===== src/common/bdms_cfg.svh =====
// Constants of the drive-method selector: register map, field positions,
// reset values and timing counts.
// Assumes a 100 MHz system clock and a 32-bit classic Wishbone slave port.
`ifndef BDMS_CFG_SVH
`define BDMS_CFG_SVH

`define BDMS_CLK_HZ          100000000
`define BDMS_HALL_SLOW_S     1
`define BDMS_HALL_SLOW_CYC   (`BDMS_HALL_SLOW_S * `BDMS_CLK_HZ)
`define BDMS_CARRIER_CYC     252

`define BDMS_ADDR_CTRL       8'h00
`define BDMS_ADDR_SPEED      8'h04
`define BDMS_ADDR_STATUS     8'h08

`define BDMS_CTRL_EN_BIT     0
`define BDMS_CTRL_RST        32'h0000_0000
`define BDMS_SPEED_RST       8'h00

`define BDMS_ST_MODE_LSB     0
`define BDMS_ST_FAST_BIT     2
`define BDMS_ST_FWD_BIT      3
`define BDMS_ST_VALID_BIT    4
`define BDMS_ST_LEAD_BIT     5
`define BDMS_ST_SECTOR_LSB   8

`endif


===== src/common/bdms_pkg.sv =====
// Types shared by the drive-method selector and its hall monitor.
// Constants live in bdms_cfg.svh.
package bdms_pkg;

  typedef enum logic [1:0] {
    BDMS_MODE_SQUARE,
    BDMS_MODE_WIDE,
    BDMS_MODE_SINE
  } bdms_mode_t;

  typedef struct packed {
    logic       edge_seen;
    logic       fast;
    logic       fwd;
    logic       valid;
    logic [2:0] sector;
  } bdms_hall_t;

endpackage


===== src/hw/bdms_hall_monitor.sv =====
// Hall monitor: synchronises the three hall inputs, finds the sector,
// the sensed rotation direction and whether the U hall rate exceeds 1 Hz.
// Assumes hall inputs are asynchronous pins; clk is the 100 MHz system clock.
`timescale 1ns/1ps
`include "bdms_cfg.svh"
module bdms_hall_monitor import bdms_pkg::*; #(
  parameter logic [31:0] SLOW_CYC = `BDMS_HALL_SLOW_CYC
) (
  input  wire logic       clk,
  input  wire logic       rst,
  input  wire logic [2:0] hall_pins,
  output bdms_hall_t      hall
);

  logic [2:0]  sync1_ff;
  logic [2:0]  sync2_ff;
  logic [2:0]  prev_ff;
  logic [31:0] period_ff;
  logic        fast_ff;
  logic        fwd_ff;
  logic [2:0]  sector;
  logic [2:0]  prev_sector;
  logic        hall_edge;
  logic        u_rise;

  // Sector of a {u,v,w} code in forward order; 7 marks all-high or all-low
  function automatic logic [2:0] hall_sector(input logic [2:0] code);
    case (code)
      3'h4:    hall_sector = 3'h0;
      3'h6:    hall_sector = 3'h1;
      3'h2:    hall_sector = 3'h2;
      3'h3:    hall_sector = 3'h3;
      3'h1:    hall_sector = 3'h4;
      3'h5:    hall_sector = 3'h5;
      default: hall_sector = 3'h7;
    endcase
  endfunction

  always_ff @(posedge clk or posedge rst) begin
    if (rst) begin
      sync1_ff <= 3'h0;
      sync2_ff <= 3'h0;
      prev_ff  <= 3'h0;
    end else begin
      sync1_ff <= hall_pins;
      sync2_ff <= sync1_ff;
      prev_ff  <= sync2_ff;
    end
  end

  assign sector      = hall_sector(sync2_ff);
  assign prev_sector = hall_sector(prev_ff);
  assign hall_edge   = (sync2_ff != prev_ff);
  assign u_rise      = sync2_ff[2] & ~prev_ff[2];

  // U-phase period; fast while the last period was under one second
  always_ff @(posedge clk or posedge rst) begin
    if (rst) begin
      period_ff <= 32'h0;
      fast_ff   <= 1'b0;
    end else if (u_rise) begin
      period_ff <= 32'h0;
      fast_ff   <= (period_ff < SLOW_CYC - 32'h1);
    end else if (period_ff >= SLOW_CYC - 32'h1) begin
      fast_ff   <= 1'b0;
    end else begin
      period_ff <= period_ff + 32'h1;
    end
  end

  // Direction from the step between two valid sectors
  always_ff @(posedge clk or posedge rst) begin
    if (rst) begin
      fwd_ff <= 1'b1;
    end else if (hall_edge && sector != 3'h7 && prev_sector != 3'h7) begin
      fwd_ff <= (sector == ((prev_sector == 3'h5) ? 3'h0 : prev_sector + 3'h1));
    end
  end

  assign hall.edge_seen = hall_edge;
  assign hall.fast      = fast_ff;
  assign hall.fwd       = fwd_ff;
  assign hall.valid     = (sector != 3'h7);
  assign hall.sector    = sector;

endmodule // bdms_hall_monitor


===== src/hw/bdms_drive_select.sv =====
// Drive-method selector: picks sine PWM, wide-angle or square-wave drive
// and produces the square-wave gate pattern, with a Wishbone register port.
// Assumes pins are asynchronous; lead_angle_input is a code on clk.
//
// Local design decisions: the Wishbone interface to the registers and the register offsets.
`timescale 1ns/1ps
`include "bdms_cfg.svh"
// How it works
// Forward set, style low, forward rotation above 1 Hz gives sine drive.
// Reverse set, style low, reverse rotation above 1 Hz gives sine drive.
// Forward set, style high, forward rotation above 1 Hz gives wide-angle drive.
// Reverse set, style high, reverse rotation above 1 Hz gives wide-angle drive.
// Matching direction at 1 Hz or less gives square drive, any style.
// Reverse rotation against a forward setting gives square drive, any rate.
// Reverse set, reverse rotation at 1 Hz or less gives square drive.
// Reverse set with forward rotation gives square drive, any style.
// Lead angle is forced off during square-wave drive.
// Square drive PWMs high sides by speed, low sides plain 120 degree.
// Mode is re-evaluated at hall edges and when the rate falls below 1 Hz.
module bdms_drive_select import bdms_pkg::*; #(
  parameter logic [31:0] SLOW_CYC = `BDMS_HALL_SLOW_CYC
) (
  input  wire logic        clk,
  input  wire logic        rst,
  input  wire logic        direction_select,
  input  wire logic        style_select,
  input  wire logic        hall_u_plus,
  input  wire logic        hall_v_plus,
  input  wire logic        hall_w_plus,
  input  wire logic [4:0]  lead_angle_input,
  input  wire logic        wb_cyc_i,
  input  wire logic        wb_stb_i,
  input  wire logic        wb_we_i,
  input  wire logic [7:0]  wb_adr_i,
  input  wire logic [3:0]  wb_sel_i,
  input  wire logic [31:0] wb_dat_i,
  output logic      [31:0] wb_dat_o,
  output logic             wb_ack_o,
  output logic      [1:0]  drive_mode,
  output logic      [4:0]  lead_angle,
  output logic      [2:0]  gate_high,
  output logic      [2:0]  gate_low
);

  bdms_hall_t  hall;
  bdms_mode_t  mode_ff;
  bdms_mode_t  nxt_mode;
  logic [1:0]  dir_sync_ff;
  logic [1:0]  style_sync_ff;
  logic        slow_prev_ff;
  logic        ctrl_en_ff;
  logic [7:0]  speed_ff;
  logic [7:0]  carrier_ff;
  logic        pwm_on;
  logic [2:0]  hi_pat;
  logic [2:0]  lo_pat;
  logic [31:0] ack_dat_ff;
  logic        ack_ff;
  logic [4:0]  lead_ff;
  logic [2:0]  gate_high_ff;
  logic [2:0]  gate_low_ff;
  logic        wb_req;

  bdms_hall_monitor #(
    .SLOW_CYC (SLOW_CYC)
  ) u_hall (
    .clk       (clk),
    .rst       (rst),
    .hall_pins ({hall_u_plus, hall_v_plus, hall_w_plus}),
    .hall      (hall)
  );

  always_ff @(posedge clk or posedge rst) begin
    if (rst) begin
      dir_sync_ff   <= 2'h0;
      style_sync_ff <= 2'h0;
    end else begin
      dir_sync_ff   <= {dir_sync_ff[0], direction_select};
      style_sync_ff <= {style_sync_ff[0], style_select};
    end
  end

  // Drive method from set direction, style, sensed direction and hall rate
  always_comb begin
    if (dir_sync_ff[1] != hall.fwd) begin
      nxt_mode = BDMS_MODE_SQUARE;
    end else if (!hall.fast) begin
      nxt_mode = BDMS_MODE_SQUARE;
    end else if (style_sync_ff[1]) begin
      nxt_mode = BDMS_MODE_WIDE;
    end else begin
      nxt_mode = BDMS_MODE_SINE;
    end
  end

  // Switch only at a hall edge, or when the rate drops out with no edge
  always_ff @(posedge clk or posedge rst) begin
    if (rst) begin
      mode_ff      <= BDMS_MODE_SQUARE;
      slow_prev_ff <= 1'b1;
    end else begin
      slow_prev_ff <= ~hall.fast;
      if (hall.edge_seen || (~hall.fast & ~slow_prev_ff)) begin
        mode_ff <= nxt_mode;
      end
    end
  end

  // Lead angle passes only outside square-wave drive
  always_ff @(posedge clk or posedge rst) begin
    if (rst) begin
      lead_ff <= 5'h0;
    end else if (mode_ff == BDMS_MODE_SQUARE) begin
      lead_ff <= 5'h0;
    end else begin
      lead_ff <= lead_angle_input;
    end
  end

  // Triangle-free carrier: ramp of CARRIER_CYC clocks compared with speed
  always_ff @(posedge clk or posedge rst) begin
    if (rst) begin
      carrier_ff <= 8'h00;
    end else if (carrier_ff == 8'(`BDMS_CARRIER_CYC - 1)) begin
      carrier_ff <= 8'h00;
    end else begin
      carrier_ff <= carrier_ff + 8'h01;
    end
  end

  assign pwm_on = (carrier_ff < speed_ff);

  // 120 degree pattern by sector; reverse drive swaps high and low sides
  always_comb begin
    case (hall.sector)
      3'h0:    begin hi_pat = 3'h4; lo_pat = 3'h2; end
      3'h1:    begin hi_pat = 3'h4; lo_pat = 3'h1; end
      3'h2:    begin hi_pat = 3'h2; lo_pat = 3'h1; end
      3'h3:    begin hi_pat = 3'h2; lo_pat = 3'h4; end
      3'h4:    begin hi_pat = 3'h1; lo_pat = 3'h4; end
      3'h5:    begin hi_pat = 3'h1; lo_pat = 3'h2; end
      default: begin hi_pat = 3'h0; lo_pat = 3'h0; end
    endcase
  end

  always_ff @(posedge clk or posedge rst) begin
    if (rst) begin
      gate_high_ff <= 3'h0;
      gate_low_ff  <= 3'h0;
    end else if (!ctrl_en_ff || !hall.valid || mode_ff != BDMS_MODE_SQUARE) begin
      gate_high_ff <= 3'h0;
      gate_low_ff  <= 3'h0;
    end else if (dir_sync_ff[1]) begin
      gate_high_ff <= pwm_on ? hi_pat : 3'h0;
      gate_low_ff  <= lo_pat;
    end else begin
      gate_high_ff <= pwm_on ? lo_pat : 3'h0;
      gate_low_ff  <= hi_pat;
    end
  end

  // Classic Wishbone slave, one wait state, ack for one cycle
  assign wb_req = wb_cyc_i & wb_stb_i & ~ack_ff;

  always_ff @(posedge clk or posedge rst) begin
    if (rst) begin
      ack_ff <= 1'b0;
    end else begin
      ack_ff <= wb_req;
    end
  end

  always_ff @(posedge clk or posedge rst) begin
    if (rst) begin
      ctrl_en_ff <= 1'(`BDMS_CTRL_RST);
      speed_ff   <= `BDMS_SPEED_RST;
    end else if (wb_req && wb_we_i && wb_sel_i[0]) begin
      if (wb_adr_i == `BDMS_ADDR_CTRL) begin
        ctrl_en_ff <= wb_dat_i[`BDMS_CTRL_EN_BIT];
      end else if (wb_adr_i == `BDMS_ADDR_SPEED) begin
        speed_ff <= wb_dat_i[7:0];
      end
    end
  end

  always_ff @(posedge clk or posedge rst) begin
    if (rst) begin
      ack_dat_ff <= 32'h0;
    end else if (wb_req && !wb_we_i) begin
      ack_dat_ff <= 32'h0;
      if (wb_adr_i == `BDMS_ADDR_CTRL) begin
        ack_dat_ff[`BDMS_CTRL_EN_BIT] <= ctrl_en_ff;
      end else if (wb_adr_i == `BDMS_ADDR_SPEED) begin
        ack_dat_ff[7:0] <= speed_ff;
      end else if (wb_adr_i == `BDMS_ADDR_STATUS) begin
        ack_dat_ff[`BDMS_ST_MODE_LSB +: 2]   <= mode_ff;
        ack_dat_ff[`BDMS_ST_FAST_BIT]        <= hall.fast;
        ack_dat_ff[`BDMS_ST_FWD_BIT]         <= hall.fwd;
        ack_dat_ff[`BDMS_ST_VALID_BIT]       <= hall.valid;
        ack_dat_ff[`BDMS_ST_LEAD_BIT]        <= (mode_ff != BDMS_MODE_SQUARE);
        ack_dat_ff[`BDMS_ST_SECTOR_LSB +: 3] <= hall.sector;
      end
    end
  end

  assign wb_dat_o   = ack_dat_ff;
  assign wb_ack_o   = ack_ff;
  assign drive_mode = mode_ff;
  assign lead_angle = lead_ff;
  assign gate_high  = gate_high_ff;
  assign gate_low   = gate_low_ff;

endmodule // bdms_drive_select


===== config.mk =====
export PLATFORM = sky130hd
export DESIGN_NAME = bdms_drive_select
export DESIGN_NICKNAME = d
export VERILOG_FILES = /design/src/common/bdms_pkg.sv /design/src/hw/bdms_hall_monitor.sv /design/src/hw/bdms_drive_select.sv
export VERILOG_INCLUDE_DIRS = /design/src /design/src/common
export SDC_FILE = /design/constraint.sdc
export NUM_CORES = 1
export LEC_CHECK = 0
export BUFFER_PORTS_ARGS = -buffer_cell sky130_fd_sc_hd__buf_4
export CELL_PAD_IN_SITES_DETAIL_PLACEMENT = 1
export CELL_PAD_IN_SITES_GLOBAL_PLACEMENT = 2
export CORE_MARGIN = 3
export CORE_UTILIZATION = 31
export CTS_CLUSTER_SIZE = 40
export DETAILED_ROUTE_END_ITERATION = 10
export PLACE_DENSITY = 0.86
export SLEW_MARGIN = 20
export SYNTH_ARGS = -nofsm -noshare
export SYNTH_HDL_FRONTEND = slang
export SYNTH_HIERARCHICAL = 1
export SYNTH_SLANG_ARGS = --single-unit
export TNS_END_PERCENT = 1

===== constraint.sdc =====
create_clock -name clk -period 2.2 [get_ports clk]
set_input_delay 0.44 -clock clk [delete_from_list [all_inputs] [get_ports clk]]
set_output_delay 0.44 -clock clk [all_outputs]
set_load 0.01 [all_outputs]

==> results by group, run 1 <==
Outcome
  – Status: finished with violations
  – Failing checks: negative setup slack

STA
  – Slew headroom: between 40% and 50%
  – Post-layout worst setup margin: -5.10 ps
  – Peak Freq: between 400 and 500 MHz
  – # setup viols final: 1
  – Fin Clk Skew: approximately 6.0 ps
  – Count of final max-slew check failures: 0
  – Final Hold Vio Count: 0
  – Least-Margin Pin Slew: between 800 and 900 ps
  – Final period utilization: 100%
  – RSZ-0062 raised after global routing: yes
  – Tmin final: approximately 2200 ps

Placed design
  – DP HPWL: around 8.9 mm
  – Pre-CTS WS: -81.8 ps
  – Area after DPL: approximately 5500 sq um
  – Final GP Congestion: ~0.78
  – PortBufs: 56

Yosys
  – Post-synth EDFFs: 0
  – Post-Syn Area: between 4000 and 5000 sq um
  – Yosys cell types: between 60 and 70
  – Top post-synthesis cells by area: dfrtp_1 (47%), buf_4 (4.0%), o21ai_0 (3.4%)
  – Main flop type after synthesis: dfrtp_1
  – Post-synthesis sequential area ratio: a little under half
  – Mapped Cells: 458
  – Yosys warns: 6
  – Syn_area_per_cell: 10.3 sq um
  – Area share of the leading cell type in the synthesized netlist: 46.7%
  – Leading area contributor after synthesis: dfrtp_1
  – FFs w/ async S/R, synth: between 90% and 100%
  – Yosys reg bits: 90

Power and ir drop
  – Clock share of power: between 30% and 40%
  – P_sw: about 930 uW
  – Seq pwr share: around half
  – Switching share of power: 25.5%
  – Power density cells: approximately 620 nW/um^2
  – Int Pwr: around 2700 uW
  – Comb pwr share: between 10% and 20%
  – Lkg Pwr: approximately 0.0026 uW
  – VDD IR-drop max: between 0.6 and 0.7 mV

Die
  – Core Area: ~15000 sq um
  – Die Area: roughly 17000 sq um
  – Die width: between 100 and 150 um
  – Starting density of the core: about a third
  – Num rows: 44
  – Die height: between 100 and 150 um
  – Number of I/O pins: between 100 and 150

Global routing
  – Initial antenna violation count: 0
  – First-pass GRT wire length: roughly 20 mm
  – Largest net degree at the start of global routing: 30
  – Grt ovf: 0
  – Vias in the first global route: between 3000 and 4000
  – Total global-route track usage: roughly 15%

Worst setup path
  – R2R depth: 7
  – Stages on the worst setup path: 7
  – CP bufs+invs: 2
  – CP peak stage delay: between 400 and 500 ps
  – Crit path kind: reg2reg
  – Crit-path cells: buf_4, nand4_1, or4_4, buf_4, or3_1, or3_1, a21oi_2
  – Critical Path AT: 2480 ps
  – Worst flop-to-flop path endpoint: u_hall/period_ff[23]$_DFFE_PP0P_
  – Critical Path Start: u_hall/period_ff[9]$_DFFE_PP0P_
  – CP max FO: 9
  – Top delay family on crit path: simple AND/OR/NAND/NOR gates
  – Startpoint types: flop
  – Critical R2R Launch: u_hall/period_ff[9]$_DFFE_PP0P_
  – Reg2reg setup slack: -5 ps
  – Crit. End Element: flop
  – CP Data Required Time: between 2000 and 2500 ps
  – Crit path to: u_hall/period_ff[23]$_DFFE_PP0P_
  – Worst path slowest cell: or4_4

Cells and area
  – FILL cells: about 1600
  – Finished Cell Area: ~5900 sq um
  – Synthesis-to-finish area growth: 24.5%
  – Share of cells above drive strength 1: 30.8%
  – Nets@finish: between 600 and 700
  – ANT cells: 0

Detailed routing
  – Antenna-violating nets left: 0
  – Vias/cell: between 5 and 6
  – Initial DRC count: 154
  – First-pass DRT Iterations: 4
  – Routed Wire Length: around 12 mm
  – Routed via count: 3733
  – DR WL/cell: ~17 um
  – DRC violations left: 0

Min path
  – Hold WC Path Type: in2async

CTS
  – Clk sinks: 90
  – H-tree Lvls: 3
  – Clock Tree Buf Depth: 2
  – Clk_lat worst skew: between 300 and 400 ps
  – Num CTS Buffers: 9
  – Root buffer cell: clkbuf_16
  – Worst-path clk slew: around 60 ps
  – TritonCTS clock tree: built

Job
  – Max Cap Viol: 0
## registers in the layout (all words and copies together) (netlist names), 3 cells and up
name,flops
wb_dat_o,11
speed_ff,8
u_hall/prev_ff,3
lead_angle,5
u_hall/sync1_ff,3
gate_low,3
u_hall/sync2_ff,3
gate_high,3
carrier_ff,8
u_hall/period_ff,32
## cell usage in the layout (no fill, tap or decap), types with 3 or more instances in the layout
cell	synthesis	routed
a22oi_1	7	7
a211oi_1	4	3
dfrtp_1	88	86
mux2_2	3	3
nor2b_1	15	14
or3_1	13	12
or4_4	1	4
nor3_1	8	8
o31ai_1	13	13
nand3_1	13	12
clkbuf_16	0	9
nand2b_1	4	4
or4_1	8	5
conb_1	1	21
o21ai_0	32	32
xnor2_1	6	6
nand4_1	9	9
a21oi_1	26	17
buf_12	0	3
and2_1	7	7
nor2_1	20	20
a21oi_2	0	9
nand2_1	31	31
mux2_4	8	9
buf_4	25	96
a21o_1	3	3
inv_1	21	19
xor2_1	6	6
ha_1	11	10
mux2i_1	5	5
clkinvlp_4	0	3
## synthesized netlist by cell type (all sizes together) (2+ instances only)
cell	number
nand3	13
nor4b	3
a21o	3
nand2	31
ha	11
nor3b	2
nand4	11
and4	3
nor3	8
clkbuf	13
and3	2
xnor2	6
o21ba	2
o21ai	32
nand2b	4
inv	21
xor2	6
buf	31
o31ai	13
nor2	20
dfrtp	88
mux2	13
dfstp	2
nor2b	15
or4	11
nor4bb	2
or3	15
or4b	2
a22oi	7
nand4bb	2
mux2i	5
a21oi	26
a211oi	4
and2	7
nor4	4
or2	2
nand3b	2
## area by class of cell
cell class                 instances  area (sq um)  area share [%]
sequential                        90          2260            38.4
multi-input combinational        323          2250            38.4
timing repair buffer              99           781            13.3
clock buffer                      12           246            4.20
tap                              184           230            3.92
inverter                          21          78.8            1.34
clock inverter                     4          27.5           0.469
## repair_timing
item / 4_1_cts / 5_1_grt
setup buffers: 4 / 1
hold buffers: 0 / 0
setup endpoints to repair: 21 / 22
resized for setup: 8 / 16
pin swaps: 1 / 7
## layer usage
metal | GRT usage [%] | routed length, um | vias to the layer above
li1 | - | - | 1779
met4 | 3.09 | 102 | 0
met5 | 0 | 0 | -
met3 | 4.66 | 674 | 10
met2 | 26.4 | 6170 | 92
met1 | 17.9 | 5150 | 1852
## worst min path at each step
stage | from | endpoint | slack (ps) | depth (start not counted)
2_1_floorplan | dir_sync_ff[0]$_DFF_PP0_ | dir_sync_ff[1]$_DFF_PP0_ | 330 | 0
4_1_cts | direction_select | dir_sync_ff[0]$_DFF_PP0_ | 180 | 1
3_5_place_dp | u_hall/sync1_ff[2]$_DFF_PP0_ | u_hall/sync2_ff[2]$_DFF_PP0_ | 340 | 0
3_3_place_gp | u_hall/sync1_ff[1]$_DFF_PP0_ | u_hall/sync2_ff[1]$_DFF_PP0_ | 330 | 0
5_1_grt | direction_select | dir_sync_ff[0]$_DFF_PP0_ | 180 | 1
6_report | rst | u_hall/period_ff[11]$_DFFE_PP0P_ | 180 | 2
## worst register-to-register path: stages, from the launching register on
cell and delay, ps:
dfrtp_1 390, buf_4 140, nand4_1 130, or4_4 450
buf_4 180, or3_1 370, or3_1 340, a21oi_2 140
## through the flow
step	utilization, %	power [uW]	TNS [ps]	hold slack [ps]	instances
floorplan	-	2070	-59.2	331	478
global placement	37.2	2200	0	334	712
detailed placement	37.2	2230	-474	336	712
CTS	39.5	3710	-39.1	176	732
global route	40.0	3840	-1060	176	733
finish	40.0	3640	-5.10	181	733
## cell families (layout without fill, tap and decap cells)
family / after synthesis / count (layout) / synth area share, %
mux: 18 / 18 / 4.80
other cells: 1 / 21 / 0.0795
fa+ha+maj: 11 / 11 / 2.92
buf+inv: 65 / 136 / 8.06
simple gates: 164 / 164 / 21.4
flops: 90 / 90 / 47.8
xor+xnor: 12 / 12 / 2.23
compound gates: 97 / 97 / 12.8
## power groups by stage
stage / registers (uW) / logic, uW / clock network [uW]
after floorplan: 1810 / 262 / 0
after global placement: 1810 / 386 / 0
after detailed placement: 1820 / 407 / 0
after CTS: 1790 / 424 / 1500
after global routing: 1800 / 476 / 1570
final: 1790 / 423 / 1430
(Power assumes the default switching activity.)
==> inputs of run 2 (changes only) <==
--- a/config.mk
+++ b/config.mk
@@ -14,6 +14,7 @@
 export CTS_CLUSTER_SIZE = 40
 export DETAILED_ROUTE_END_ITERATION = 10
 export PLACE_DENSITY = 0.86
+export RECOVER_POWER = 50
 export SLEW_MARGIN = 20
 export SYNTH_ARGS = -nofsm -noshare
 export SYNTH_HDL_FRONTEND = slang
==> run 2 against run 1 <==
Against the previous run:
- the run still ends with negative setup slack left
- non-clock buffer count did not move
- sequential cell count did not move
- clock skew barely moved
- utilization fell by 0.24 points
- sequential share of layout area rose by 0.23 points
- critical path depth did not move
- register-to-register slack barely moved
- critical path type unchanged
- critical endpoint unchanged
- largest power group unchanged
==> results by group, run 2 (synthesis gave the netlist of run 1 again) <==
Outcome
  – Status: finished with violations
  – Failing checks: negative setup slack

Cells and area
  – Util after Layout: between 30 and 40%
  – Share of cells above drive strength 1: approximately 30%
  – Synthesis-to-finish area growth: 23.8%
  – Max reg flops: 32
  – Most frequent cells in the layout: buf_4 (87), dfrtp_1 (86), o21ai_0 (32)
  – Nets@finish: a little over 600
  – Commonest non-fill, non-tap cell in the layout: buf_4
  – ANT cells: 0
  – Finished Cell Area: slightly below 6000 sq um
  – Top reg by flops: u_hall/period_ff

Worst setup path
  – Critical Path Start: u_hall/period_ff[9]$_DFFE_PP0P_
  – Critical Path AT: between 2000 and 2500 ps
  – Startpoint types: flop
  – CP max FO: 9
  – Crit. End Element: flop
  – Crit path kind: reg2reg
  – Critical R2R Launch: u_hall/period_ff[9]$_DFFE_PP0P_
  – CP Data Required Time: 2480 ps

STA
  – Post-layout worst setup margin: -5.75 ps
  – Final period utilization: 100%
  – Count of final max-slew check failures: 0
  – Peak Freq: 453 MHz
  – Fin Clk Skew: 5.86 ps
  – RSZ-0062 raised after global routing: yes
  – Tmin final: between 2000 and 2500 ps
  – Least-Margin Pin Slew: around 1200 ps
  – Final Hold Vio Count: 0
  – Slew headroom: 18.0%
  – # setup viols final: 2

Power and ir drop
  – VDD IR-drop max: 0.695 mV
  – Power density cells: ~620 nW/um^2
  – Lkg Pwr: approximately 0.0026 uW

Placed design
  – DP HPWL: 8.90 mm
  – PortBufs: 56
  – Pre-CTS WS: -81.8 ps
  – Area after DPL: between 5000 and 6000 sq um
  – Final GP Congestion: 0.778

Global routing
  – Vias in the first global route: a little under 4000
  – Total global-route track usage: about 15%
  – First-pass GRT wire length: 19.8 mm
  – Initial antenna violation count: 0
  – Grt ovf: 0
  – Largest net degree at the start of global routing: 30

Detailed routing
  – Highest metal used: met4
  – WL met1: just over 5 mm
  – DRC violations left: 0
  – DR WL/cell: between 15 and 20 um
  – WL met2: just over 6 mm
  – First-pass DRT Iterations: 4
  – Initial DRC count: 135
  – Routed Wire Length: about 12 mm
  – Vias/cell: 5.06
  – Met3 WL post-DR: roughly 630 um
  – Antenna-violating nets left: 0
  – Routed via count: 3706

CTS
  – Hold-fix buffers, CTS: 0
  – Clk sinks: 90
  – Clk_lat worst skew: 350 ps
  – Worst-path clk slew: 60 ps
  – H-tree Lvls: 3
  – TritonCTS clock tree: built
  – Clock Tree Buf Depth: 2
  – Num CTS Buffers: 9
  – Root buffer cell: clkbuf_16

Die
  – Number of I/O pins: between 100 and 150
  – Die width: roughly 130 um
  – Num rows: 44
  – Core Area: roughly 15000 sq um
  – Die Area: ~17000 sq um
  – Starting density of the core: 32.1%
  – Die height: 129 um

Job
  – Max Cap Viol: 0

Min path
  – Hold WC Path Type: in2async
[run 2: power breakdown]
| part | leakage [uW] | switching, uW | internal (uW) | total (uW) |
|---|---|---|---|---|
| combinational | 0.00127 | 220 | 194 | 414 |
| clock | 0.000125 | 639 | 795 | 1430 |
| sequential | 0.00119 | 69.3 | 1720 | 1790 |
[run 2: worst paths after layout]
check,end,depth (start not counted),slack [ps]
max,u_hall/period_ff[23]$_DFFE_PP0P_,7,-6
min reg2reg,u_hall/sync2_ff[2]$_DFF_PP0_,0,350
max in group asynchronous,u_hall/prev_ff[1]$_DFF_PP0_,3,430
max reg2reg,u_hall/period_ff[23]$_DFFE_PP0P_,7,-6
min,u_hall/period_ff[11]$_DFFE_PP0P_,2,150
min in group clk,dir_sync_ff[0]$_DFF_PP0_,1,220
[run 2: critical path, cell delays in order, from the launching register on]
cell,delay (ps)
dfrtp_1,390
buf_4,140
nand4_1,130
or4_4,450
buf_4,180
or3_1,370
or3_1,340
a21oi_2,140
[run 2: layer usage]
metal  up-vias  GRT usage, %
met5         -             0
met4         0          3.09
met3         8          4.66
met2        81          26.4
met1      1838          17.9
li1       1779             -
[run 2: cell type report]
class	instances	area, sq um
fillers	1654	8860
flip-flops and latches	90	2260
multi-input cells	323	2250
repair buffers	99	746
clock buffers	12	246
well taps	184	230
inverters	21	78.8
clock inverters	4	27.5
[run 2: through the flow]
stage | hold slack, ps | power, uW | TNS (ps) | std cells
after floorplan | 331 | 2070 | -59.2 | 478
after global placement | 334 | 2200 | 0 | 712
after detailed placement | 336 | 2230 | -474 | 712
after CTS | 176 | 3710 | -39.1 | 732
after global routing | 193 | 3830 | -1060 | 733
final | 152 | 3640 | -11.2 | 733
[run 2: repair_timing]
item / CTS / global route
setup endpoints to repair: 21 / 22
pin swaps: 1 / 7
buffers inserted: 4 / 1
gates cloned: 0 / 0
resized for setup: 8 / 16
==> inputs of run 3 (changes only) <==
--- a/config.mk
+++ b/config.mk
@@ -9,6 +9,7 @@
 export BUFFER_PORTS_ARGS = -buffer_cell sky130_fd_sc_hd__buf_4
 export CELL_PAD_IN_SITES_DETAIL_PLACEMENT = 1
 export CELL_PAD_IN_SITES_GLOBAL_PLACEMENT = 2
+export CORE_ASPECT_RATIO = 1.5
 export CORE_MARGIN = 3
 export CORE_UTILIZATION = 31
 export CTS_CLUSTER_SIZE = 40
==> run 3 against run 2 <==
Against the previous run:
- the run still ends with negative setup slack left
- clock skew up 1.2 ps
- critical path depth decreased by 1
- largest cell class is now multi-input combinational cells
- clock power grew 23%
- sequential cell count unchanged
- clock-buffer cell count shrank 3
- die area increased by 0.18%
- final cell count increased by 2.6%
- combinational power is 5.1% higher
- worst setup slack worse by 23 ps
- first-iteration DRC count decreased by 17%
- hold slack improved by 80 ps
- highest routed layer unchanged
- non-clock buffer count increased by 6
==> results by group, run 3 (synthesis gave the netlist of run 1 again) <==
Outcome
  – Status: finished with violations
  – Failing checks: negative setup slack

Die
  – Die Area: approximately 17000 sq um
  – Starting density of the core: about 32%
  – Num rows: 54
  – Die height: 157 um
  – Core Area: ~15000 sq um
  – Die width: 107 um
  – Number of I/O pins: between 100 and 150

Global routing
  – Largest net degree at the start of global routing: 48
  – Vias in the first global route: 4077
  – Initial antenna violation count: 0
  – Grt ovf: 0
  – Total global-route track usage: ~15%
  – First-pass GRT wire length: 20.0 mm

Cells and area
  – Nets@finish: roughly 620
  – FILL cells: 1718
  – Most frequent cells in the layout: buf_4 (95), dfrtp_1 (88), o21ai_0 (32)
  – ANT cells: 0
  – FF+latch area: around 2300 sq um
  – Top reg by flops: u_hall/period_ff
  – Area of the multi-input gates: roughly 2300 sq um
  – Synthesis-to-finish area growth: 27.0%
  – Finished Cell Area: approximately 6000 sq um
  – Util after Layout: about two fifths
  – Commonest non-fill, non-tap cell in the layout: buf_4
  – Share of cells above drive strength 1: between 30% and 40%
  – Max reg flops: 32

Detailed routing
  – First-pass DRT Iterations: 4
  – Initial DRC count: 112
  – DR WL/cell: roughly 16 um
  – Routed via count: approximately 3800
  – Vias/cell: slightly above 5
  – Antenna-violating nets left: 0
  – DRC violations left: 0
  – Routed Wire Length: ~12 mm

STA
  – Slew headroom: about a fifth
  – Fin Clk Skew: 7.06 ps
  – Count of final max-slew check failures: 0
  – Least-Margin Pin Slew: 1180 ps
  – # setup viols final: 3
  – Final Hold Vio Count: 0
  – Tmin final: between 2000 and 2500 ps
  – Peak Freq: between 400 and 500 MHz
  – Post-layout worst setup margin: -28.3 ps
  – Final period utilization: 101%
  – RSZ-0062 raised after global routing: yes

CTS
  – H-tree Lvls: 3
  – Clk sinks: 90
  – TritonCTS clock tree: built
  – Clock Tree Buf Depth: 2
  – Num CTS Buffers: 9
  – Hold-fix buffers, CTS: 0
  – Clk_lat worst skew: 340 ps
  – Worst-path clk slew: roughly 70 ps
  – Root buffer cell: clkbuf_16

Worst setup path
  – Critical Path AT: ~2500 ps
  – CP max FO: 20
  – Startpoint types: flop
  – CP Data Required Time: between 2000 and 2500 ps
  – Crit. End Element: flop
  – Crit path kind: reg2reg

Job
  – Max Cap Viol: 0

Placed design
  – Area after DPL: 5510 sq um
  – Final GP Congestion: 0.809
  – PortBufs: 56
  – DP HPWL: 9.29 mm
  – Pre-CTS WS: -131 ps

Power and ir drop
  – Lkg Pwr: between 0.002 and 0.003 uW
  – VDD IR-drop max: between 0.3 and 0.4 mV
  – Power density cells: 663 nW/um^2

Min path
  – Hold WC Path Type: in2reg
[run 3: worst max-delay path, stage by stage (launching register included)]
cell	delay, ps
dfrtp_1	390
nor4_2	310
o211ai_1	220
a211o_4	410
buf_12	160
or4_4	520
a21oi_2	140
[run 3: routing by layer]
| layer | GRT usage (%) | part of all wire, % | wire, um | vias up |
|---|---|---|---|---|
| li1 | - | - | - | 1787 |
| met5 | 0 | 0 | 0 | - |
| met3 | 2.91 | 3.2 | 385 | 29 |
| met4 | 7.86 | 4.9 | 597 | 0 |
| met2 | 28.7 | 55 | 6730 | 70 |
| met1 | 14.8 | 37 | 4470 | 1908 |
[run 3: where the power goes]
part	total [uW]	switching, uW	internal (uW)
Clock	1760	649	1110
Combinational	435	231	204
Sequential	1790	65.9	1720
[run 3: timing repair]
action,in CTS,in global routing
cloned,1,0
pin swaps,6,8
resized for setup,7,13
setup endpoints to repair,17,24
buffers inserted,5,0
[run 3: cell type report]
class	count	area share [%]
clock buffer	9	3.76
clock inverter	7	1.96
timing repair buffer	105	13.4
multi-input combinational	324	37.8
tap	196	4.09
sequential	90	37.6
inverter	21	1.31
[run 3: metrics by stage]
step | hold slack (ps) | cells | setup TNS [ps] | power [uW]
3_3_place_gp | 334 | 730 | -55.1 | 2210
4_1_cts | 197 | 752 | -11.8 | 4030
6_report | 232 | 752 | -41.1 | 3980
2_1_floorplan | 331 | 478 | -59.2 | 2070
3_5_place_dp | 339 | 730 | -535 | 2230
5_1_grt | 214 | 752 | -1040 | 4140
[run 3: path summary, 6_finish.rpt]
path	slack [ps]	startpoint	end	depth (start not counted)
worst max-delay path	-30	u_hall/period_ff[8]$_DFFE_PP0P_	u_hall/period_ff[14]$_DFFE_PP0P_	6
worst min-delay path	230	hall_v_plus	u_hall/sync1_ff[1]$_DFF_PP0_	1
worst max register to register	-30	u_hall/period_ff[8]$_DFFE_PP0P_	u_hall/period_ff[14]$_DFFE_PP0P_	6
worst min register to register	350	u_hall/sync1_ff[1]$_DFF_PP0_	u_hall/sync2_ff[1]$_DFF_PP0_	0
max in group asynchronous	970	rst	gate_low[2]$_DFF_PP0_	3
min in group asynchronous	470	rst	u_hall/period_ff[19]$_DFFE_PP0P_	3
